## config.mk

```make
export PLATFORM = sky130hd
export DESIGN_NAME = host_irq_ctrl
export DESIGN_NICKNAME = d
export VERILOG_FILES = /design/src/logic/host_irq_pin_pkg.sv /design/src/logic/irq_pin_driver.sv /design/src/logic/host_irq_ctrl.sv
export VERILOG_INCLUDE_DIRS = /design/src /design/src/logic
export SDC_FILE = /design/constraint.sdc
export NUM_CORES = 1
export LEC_CHECK = 0
export ABC_AREA = 1
export ABC_CLOCK_PERIOD_IN_PS = 1740
export BUFFER_PORTS_ARGS = -buffer_cell sky130_fd_sc_hd__buf_2
export CORE_UTILIZATION = 51
export CTS_CLUSTER_DIAMETER = 50
export DETAILED_ROUTE_END_ITERATION = 10
export PLACE_DENSITY = 0.8
export SYNTH_ARGS = -nofsm -noshare
export SYNTH_HDL_FRONTEND = slang
export SYNTH_SLANG_ARGS = --single-unit
```

## constraint.sdc

```tcl
create_clock -name CLOCK_I -period 1.74 [get_ports CLOCK_I]
set_clock_uncertainty 0.15 [all_clocks]
set_input_delay 0 -clock CLOCK_I [delete_from_list [all_inputs] [get_ports CLOCK_I]]
set_output_delay 0 -clock CLOCK_I [all_outputs]
set_load 0.05 [all_outputs]
```

## src/logic/host_irq_pin_params.svh

```systemverilog
// Purpose: offsets, field positions, reset values and timing counts of the host interrupt block
// Assumes: 10 MHz core clock
// Notes: definitions only
`ifndef HOST_IRQ_PIN_PARAMS_SVH
`define HOST_IRQ_PIN_PARAMS_SVH

// ====================================
// register offsets
`define HL_CTRL_OFS 8'h06
`define IRQ_CFG_OFS 8'h07

// ====================================
// host_link_control fields
`define HL_ABORT_LSB 0
`define HL_SUSP_BIT 4
`define HL_TS_SEL_BIT 6
`define HL_ASYNC_BIT 7
`define HL_WR_MASK 8'hDF
`define HL_CTRL_RST 8'h00

// ====================================
// interrupt_output_config fields
`define CFG_MASK_WAKE_BIT 0
`define CFG_MASK_NWAKE_BIT 1
`define CFG_MASK_STAT_BIT 2
`define CFG_MASK_DBG_BIT 3
`define CFG_MASK_FAULT_BIT 4
`define CFG_LOW_BIT 5
`define CFG_PULSE_BIT 6
`define CFG_OD_BIT 7
`define IRQ_CFG_RST 8'h00

// ====================================
// timing and sizes
`define CLK_PERIOD_NS 100
`define PULSE_TIME_NS 10000
`define PULSE_CYCLES (`PULSE_TIME_NS / `CLK_PERIOD_NS)
`define DISCARD_BYTES 32

`endif

```

## src/logic/host_irq_pin_pkg.sv

```systemverilog
// Purpose: types shared by the host interrupt block
// Assumes: constants come from host_irq_pin_params.svh
// Notes: none
package host_irq_pin_pkg;

	// ====================================
	// register contents
	typedef struct packed {
		logic async_status;
		logic ts_sel;
		logic rsvd;
		logic suspended;
		logic [3:0] abort;
	} link_ctrl_t;

	typedef struct packed {
		logic open_drain;
		logic pulse;
		logic active_low;
		logic mask_fault;
		logic mask_debug;
		logic mask_status;
		logic mask_nwake;
		logic mask_wake;
	} irq_cfg_t;

	// ====================================
	// module state
	typedef struct packed {
		link_ctrl_t link;
		irq_cfg_t cfg;
		logic warm_boot;
		logic irq_prev;
		logic [3:0] abort_prev;
		logic [3:0] discard;
		logic ts_event;
		logic [39:0] ts_hold;
		logic [7:0] rdata;
	} ctrl_state_t;

	typedef enum logic [1:0] {
		PIN_IDLE,
		PIN_PULSE,
		PIN_WAIT
	} pin_mode_t;

	typedef struct packed {
		pin_mode_t mode;
		logic [6:0] count;
		logic active;
	} pin_state_t;

endpackage : host_irq_pin_pkg

```

## src/logic/irq_pin_driver.sv

```systemverilog
// Purpose: shapes the raw interrupt level into the configured pin waveform
// Assumes: config fields stable enough between events
// Notes: pulse restarts only after the request drops
`timescale 1ns/100ps
`include "host_irq_pin_params.svh"

module irq_pin_driver
	import host_irq_pin_pkg::*;
#(
	parameter logic [6:0] PULSE_LEN = 7'(`PULSE_CYCLES)
) (
	input wire logic clk_i,
	input wire logic rst_n_i,
	input wire logic req_i,
	input wire irq_cfg_t cfg_i,
	output logic pin_o,
	output logic pin_oe_o
);

	pin_state_t s_q;
	pin_state_t s_d;

	// ====================================
	// level or pulse shaping
	always_comb begin
		s_d = s_q;
		unique case (s_q.mode)
			PIN_IDLE: begin
				if (req_i && cfg_i.pulse) begin // RULE20
					s_d.mode = PIN_PULSE;
					s_d.count = PULSE_LEN - 7'h01;
				end
			end
			PIN_PULSE: begin
				if (s_q.count == 7'h00) begin
					s_d.mode = PIN_WAIT;
				end else begin
					s_d.count = s_q.count - 7'h01;
				end
			end
			PIN_WAIT: begin
				// one pulse per request; rearm once it is withdrawn
				if (!req_i) begin
					s_d.mode = PIN_IDLE;
				end
			end
		endcase
		s_d.active = cfg_i.pulse ? (s_d.mode == PIN_PULSE) : req_i; // RULE12
	end

	always_ff @(posedge clk_i or negedge rst_n_i) begin
		if (!rst_n_i) begin
			s_q <= '{mode: PIN_IDLE, count: 7'h00, active: 1'b0};
		end else begin
			s_q <= s_d;
		end
	end

	// ====================================
	// polarity and drive type
	always_comb begin
		if (cfg_i.open_drain) begin
			// open drain can only pull low; the released level comes from the board
			pin_o = 1'b0; // RULE20
			pin_oe_o = s_q.active ^ ~cfg_i.active_low;
		end else begin
			pin_o = s_q.active ^ cfg_i.active_low; // RULE19
			pin_oe_o = 1'b1;
		end
	end

endmodule : irq_pin_driver

```

## src/logic/host_irq_ctrl.sv

```systemverilog
// Purpose: host link control and host interrupt configuration registers with interrupt output
// Assumes: register port driven by the host serial interface on the core clock
// Notes: warm reset models watchdog or fatal-error reset of the core
//
// Behaviour
// RULE1: timestamp select resets 0, picks capture source
// RULE2: select set suppresses timestamp status packet
// RULE3: bit 7 selects async status fifo
// RULE4: interrupt holds until pending fifos drained/aborted
// RULE5: abort bits never self-clear
// RULE6: host rewrites aborts, holds them 2 ms
// RULE7: abort discards 32 bytes in short cases
// RULE8: interrupt held off until firmware ready; after a warm reset warm_boot enables it without FW_INIT_DONE_I
// RULE9: config survives watchdog or fatal reset
// RULE10: interrupt set up after firmware load
// RULE11: host polls boot status after boot
// RULE12: latest written config shapes later interrupts
// RULE13: config resets to zero default mode
// RULE14: interrupt asserted after firmware init completes
// RULE15: five mask bits block their sources
// RULE16: masking keeps pending condition recorded
// RULE17: abort clears channel buffer and pending
// RULE18: suspended host sees only wake-up events
// RULE19: bit 5 selects active low polarity
// RULE20: bit 6 pulse form, bit 7 open drain
`timescale 1ns/100ps
`include "host_irq_pin_params.svh"

module host_irq_ctrl
	import host_irq_pin_pkg::*;
#(
	parameter int TS_WIDTH = 40
) (
	input wire logic CLOCK_I,
	input wire logic RST_N_I,
	input wire logic WARM_RST_I,
	input wire logic FW_INIT_DONE_I,
	input wire logic REG_WR_I,
	input wire logic REG_RD_I,
	input wire logic [7:0] REG_ADDR_I,
	input wire logic [7:0] REG_WDATA_I,
	output logic [7:0] REG_RDATA_O,
	input wire logic [3:0] CH_PENDING_I,
	input wire logic DEBUG_PENDING_I,
	input wire logic FAULT_PENDING_I,
	input wire logic [3:0] CH_SHORT_XFER_I,
	input wire logic TS_REQ_WR_I,
	input wire logic [TS_WIDTH-1:0] TIME_I,
	output logic [3:0] CH_ABORT_O,
	output logic [3:0] CH_DISCARD_O,
	output logic [3:0] CH_PENDING_O,
	output logic ASYNC_STATUS_O,
	output logic HOST_SUSPENDED_O,
	output logic TS_STATUS_EVENT_O,
	output logic [TS_WIDTH-1:0] IRQ_TIMESTAMP_O,
	output logic IRQ_ASSERTED_O,
	output logic HOST_IRQ_PIN_O,
	output logic HOST_IRQ_PIN_OE_O
);

	ctrl_state_t s_q;
	ctrl_state_t s_d;
	logic [3:0] ch_live;
	logic wake_src;
	logic other_src;
	logic irq_enable;
	logic irq_raw;

	// ====================================
	// helpers
	function automatic logic [7:0] pick_reg(input logic [7:0] addr, input link_ctrl_t link,
		input irq_cfg_t cfg);
		logic [7:0] r;
		r = 8'h00;
		if (addr == `HL_CTRL_OFS) begin
			r = link & `HL_WR_MASK;
		end else if (addr == `IRQ_CFG_OFS) begin
			r = cfg;
		end
		return r;
	endfunction : pick_reg

	// ====================================
	// interrupt sources
	always_comb begin
		// an aborted channel drops out; its fifo data stays upstream
		ch_live = CH_PENDING_I & ~s_q.link.abort; // RULE17
		// masks only gate the interrupt request, CH_PENDING_O still shows the condition
		wake_src = ch_live[1] & ~s_q.cfg.mask_wake; // RULE15 RULE16
		other_src = ch_live[0]
			| (ch_live[2] & ~s_q.cfg.mask_nwake)
			| (ch_live[3] & ~s_q.cfg.mask_status)
			| (DEBUG_PENDING_I & ~s_q.cfg.mask_debug)
			| (FAULT_PENDING_I & ~s_q.cfg.mask_fault); // RULE15
		// firmware must be up, or the config was kept over a warm reset
		irq_enable = FW_INIT_DONE_I | s_q.warm_boot; // RULE8 RULE10 RULE14
		// level follows pending sources, so it holds until drained or aborted
		irq_raw = irq_enable & (wake_src | (other_src & ~s_q.link.suspended)); // RULE4 RULE18
	end

	// ====================================
	// register and event state
	always_comb begin
		s_d = s_q;
		s_d.ts_event = 1'b0;
		s_d.irq_prev = irq_raw;
		s_d.abort_prev = s_q.link.abort;
		s_d.rdata = REG_RD_I ? pick_reg(REG_ADDR_I, s_q.link, s_q.cfg) : 8'h00;
		if (REG_WR_I && REG_ADDR_I == `HL_CTRL_OFS) begin
			// aborts change only on host writes or a warm reset
			s_d.link = REG_WDATA_I & `HL_WR_MASK; // RULE5 RULE6 RULE3
		end
		if (REG_WR_I && REG_ADDR_I == `IRQ_CFG_OFS) begin
			s_d.cfg = REG_WDATA_I; // RULE12
		end
		// discard only when the abort would lose the 32-byte block anyway
		s_d.discard = s_q.link.abort & ~s_q.abort_prev & CH_SHORT_XFER_I; // RULE7
		if (s_q.link.ts_sel) begin
			if (TS_REQ_WR_I) begin
				s_d.ts_hold = TIME_I; // RULE1
			end
		end else begin
			if (irq_raw && !s_q.irq_prev) begin
				s_d.ts_hold = TIME_I; // RULE1
			end
			s_d.ts_event = TS_REQ_WR_I; // RULE2
		end
		if (WARM_RST_I) begin
			// interrupt config deliberately survives a warm reset
			s_d.link = `HL_CTRL_RST;
			s_d.warm_boot = 1'b1; // RULE9
			s_d.ts_hold = '0;
			s_d.discard = 4'h0;
			s_d.ts_event = 1'b0;
			s_d.irq_prev = 1'b0;
		end
	end

	always_ff @(posedge CLOCK_I or negedge RST_N_I) begin
		if (!RST_N_I) begin
			s_q <= '0;
			s_q.link <= `HL_CTRL_RST; // RULE1
			s_q.cfg <= `IRQ_CFG_RST; // RULE13
		end else begin
			s_q <= s_d;
		end
	end

	// ====================================
	// pin shaping
	irq_pin_driver u_pin (
		.clk_i(CLOCK_I),
		.rst_n_i(RST_N_I),
		.req_i(s_q.irq_prev),
		.cfg_i(s_q.cfg),
		.pin_o(HOST_IRQ_PIN_O),
		.pin_oe_o(HOST_IRQ_PIN_OE_O)
	);

	// ====================================
	// outputs
	assign REG_RDATA_O = s_q.rdata;
	assign CH_ABORT_O = s_q.link.abort; // RULE17
	assign CH_DISCARD_O = s_q.discard;
	assign CH_PENDING_O = ch_live;
	assign ASYNC_STATUS_O = s_q.link.async_status; // RULE3
	assign HOST_SUSPENDED_O = s_q.link.suspended;
	assign TS_STATUS_EVENT_O = s_q.ts_event;
	assign IRQ_TIMESTAMP_O = s_q.ts_hold[TS_WIDTH-1:0];
	assign IRQ_ASSERTED_O = s_q.irq_prev; // RULE4

endmodule : host_irq_ctrl

```

==> metrics.md <==
| Metric | Value |
|---|---|
| Status | `complete, no violations` |
| CTS Sinks | `84` |
| CP Capture Type | `flip-flop` |
| Yosys top cell by area | `dfrtp_1` |
| Initial core utilization | `53.1%` |
| Post-synth ARST share | `100%` |
| PwrDens | `949 nW/um2` |
| Synth top area cells | `dfrtp_1, nand2_1, buf_4` |
| Number of DRC markers in iteration 0 | `154` |
| Comb power frac | `31.1%` |
| Vias per cell | `4.90` |
| Syn_nets | `624` |
| FP Rows | `33` |
| Post-Syn Area per Cell | `8.05 um2` |
| CTS root buffer | `clkbuf_8` |
| Layout cells sized above 1 | `29.9%` |
| VDD IR max | `0.560 mV` |
| H-tree depth | `3` |
| #FFs+latches synth | `84` |
| Antenna violations before repair | `0` |
| Post-synth top area share | `47.7%` |
| Placer Congestion | `0.860` |
| Power, Total | `5520 uW` |
| Die area | `9010 um2` |
| Syn-to-layout area delta | `32.1%` |
| Rel. slew slack | `69.7%` |
| Leakage | `0.00326 uW` |
| Global route overflow | `0` |
| Vias | `3986` |
| Count leader, synth | `nand2_1` |
| I/O pins | `139` |
| Mapped Area | `4400 um2` |
| WS Path Type | `reg -> reg` |
| CP arrival | `1.82 ns` |
| Synthesis warning total | `0` |
| Multi-input logic area | `1530 um2` |
| Int Pwr | `3570 uW` |
| Worst Path Required | `1.85 ns` |
| Fillers | `651` |
| Vias in the first global route | `3850` |
| I/O Buffers | `138` |
| Antenna cells | `0` |
| Final hold vios | `0` |
| Residual DRC count | `0` |
| Hold Path Class | `in -> async` |
| Final non-filler cell total | `814` |
| Core Region | `8300 um2` |
| WL per Instance | `13.9 um` |
| EDFF count, synth | `0` |
| First-pass GRT wire length | `17.3 mm` |
| Dpl cells | `727` |
| Largest net degree at the start of global routing | `45` |
| Sw Share | `35.3%` |
| Sequential cell area | `2100 um2` |
| Post-synth cell types | `34` |
| Total track usage | `24.9%` |
| Sequential share of power | `41.2%` |
| Final setup fails | `0` |
| CP max FO | `5` |
| DP HPWL | `6.80 mm` |
| Mapped Cells | `547` |
| Sequential element share of the synthesized area | `47.7%` |
| Clock power frac | `27.7%` |
| Clock period minus worst slack | `1.71 ns` |
| Total CTS buffers | `9` |
| Final number of max-transition violations | `0` |
| Synth Flop Type | `dfrtp_1` |
| Startpoint type of the worst setup path | `flip-flop` |
| Buffer depth of the longest clock path | `2` |
| Final ANT Viol Nets | `0` |
| Final Cycle Share | `98.5%` |
| Nets | `781` |
| Clock Latency Late Sink | `0.35 ns` |
| Die height | `94.9 um` |
| Die width | `94.9 um` |
| Routed wire length | `11.3 mm` |
| Pre-antenna DRT Iters | `4` |
| Max frequency | `583 MHz` |
| Post-synth top cells | `nand2_1, dfrtp_1, inv_1` |
| CTS tree | `yes` |
| P_sw | `1950 uW` |
| Actual slew at the worst max-slew pin | `0.454 ns` |
| Maxcap violations | `0` |
| Clk slew on worst S/H paths | `0.08 ns` |
==> layout make-up <==
class	instances	area share [%]
tap	105	2.26
clock inverter	4	1.25
inverter	78	5.08
multi-input combinational	310	26.4
sequential	84	36.1
clock buffer	12	2.50
timing repair buffer	221	26.4
==> flip-flops by register name (all words and copies together) (netlist names), 4 cells and up <==
| register | count |
|---|---|
| CH_ABORT_O | 4 |
| CH_DISCARD_O | 4 |
| IRQ_TIMESTAMP_O | 40 |
| REG_RDATA_O | 8 |
| s_q | 14 |
| u_pin.s_q | 10 |
==> cell usage in the layout (no fill, tap or decap), drive strengths merged, types with 4 or more instances in the layout <==
| cell type | synthesis | layout |
|---|---|---|
| nor3 | 6 | 6 |
| nand2 | 140 | 140 |
| a21oi | 13 | 13 |
| dfrtp | 84 | 84 |
| clkbuf | 3 | 13 |
| nor2 | 53 | 53 |
| dlygate4sd3 | 0 | 66 |
| or2 | 5 | 5 |
| o21ai | 18 | 18 |
| buf | 72 | 154 |
| nand3 | 56 | 56 |
| ha | 4 | 4 |
| inv | 77 | 77 |
==> final timing paths <==
kind | cells after the start | from | end | slack, ns
hold / removal | 3 | RST_N_I | REG_RDATA_O[3] | 0.009
setup / recovery | 9 | u_pin.s_q[2] | u_pin.s_q[4] | 0.03
max in group asynchronous | 3 | RST_N_I | s_q[59] | 0.68
hold reg to reg | 1 | s_q[54] | CH_DISCARD_O[1] | 0.26
setup reg to reg | 9 | u_pin.s_q[2] | u_pin.s_q[4] | 0.03
min in group CLOCK_I | 6 | REG_ADDR_I[6] | s_q[62] | 0.07
==> power by group through the flow <==
| stage | Clock [uW] | Sequential [uW] | Combinational (uW) |
|---|---|---|---|
| 2_1_floorplan | 0 | 2310 | 1190 |
| 3_3_place_gp | 0 | 2300 | 1430 |
| 3_5_place_dp | 0 | 2310 | 1470 |
| 4_1_cts | 1550 | 2270 | 1580 |
| 5_1_grt | 1630 | 2300 | 1860 |
| 6_report | 1530 | 2270 | 1710 |
==> per-layer routing <==
layer / part of all wire (%) / up-vias / wire, um / track usage [%]
li1: - / 1932 / - / -
met1: 40 / 1839 / 4510 / 29.1
met2: 51 / 178 / 5790 / 44.1
met3: 5.5 / 37 / 624 / 3.70
met4: 3.4 / 0 / 382 / 12.6
met5: 0 / - / 0 / 0
==> logic make-up (layout without fill, tap and decap cells) <==
logic type	Yosys count	count (layout)	synth area share (%)
flip-flops	84	84	47.7
buffers and inverters	153	315	19.2
XOR/XNOR	3	3	0.597
AO/OA/AOI/OAI	39	39	4.86
adder cells (fa/ha/maj)	4	4	1.14
AND/OR/NAND/NOR	264	264	26.5
==> metrics by stage <==
step / setup WS [ns] / hold slack (ns) / setup TNS, ns / util, % / area [um2]
floorplan: 0.0363 / -0.446 / 0 / - / 4410
finish: 0.0255 / 0.00878 / 0 / 70.1 / 5820
global placement: 0.121 / -0.317 / 0 / 58.0 / 4810
CTS: 0.0144 / 0.0254 / 0 / 68.6 / 5690
global route: -0.0721 / 0.0346 / -0.264 / 70.1 / 5820
detailed placement: 0.0271 / -0.314 / 0 / 58.0 / 4810
==> critical path: stages, from the launching register on <==
cell and delay (ns):
dfrtp_1 0.37, inv_1 0.10, ha_2 0.20, nand3_2 0.13
nor2_4 0.18, nand3_4 0.10, nand2_2 0.13, buf_4 0.14
nand2_1 0.06, o31ai_1 0.07
==> timing repair <==
item                                   in CTS  in global routing
hold buffers                               66                  0
setup endpoints to repair                   0                 52
setup buffers                               0                  4
gates resized for setup                     0                 19
endpoints found under the hold margin     154                  0
(Power assumes the default switching activity.)
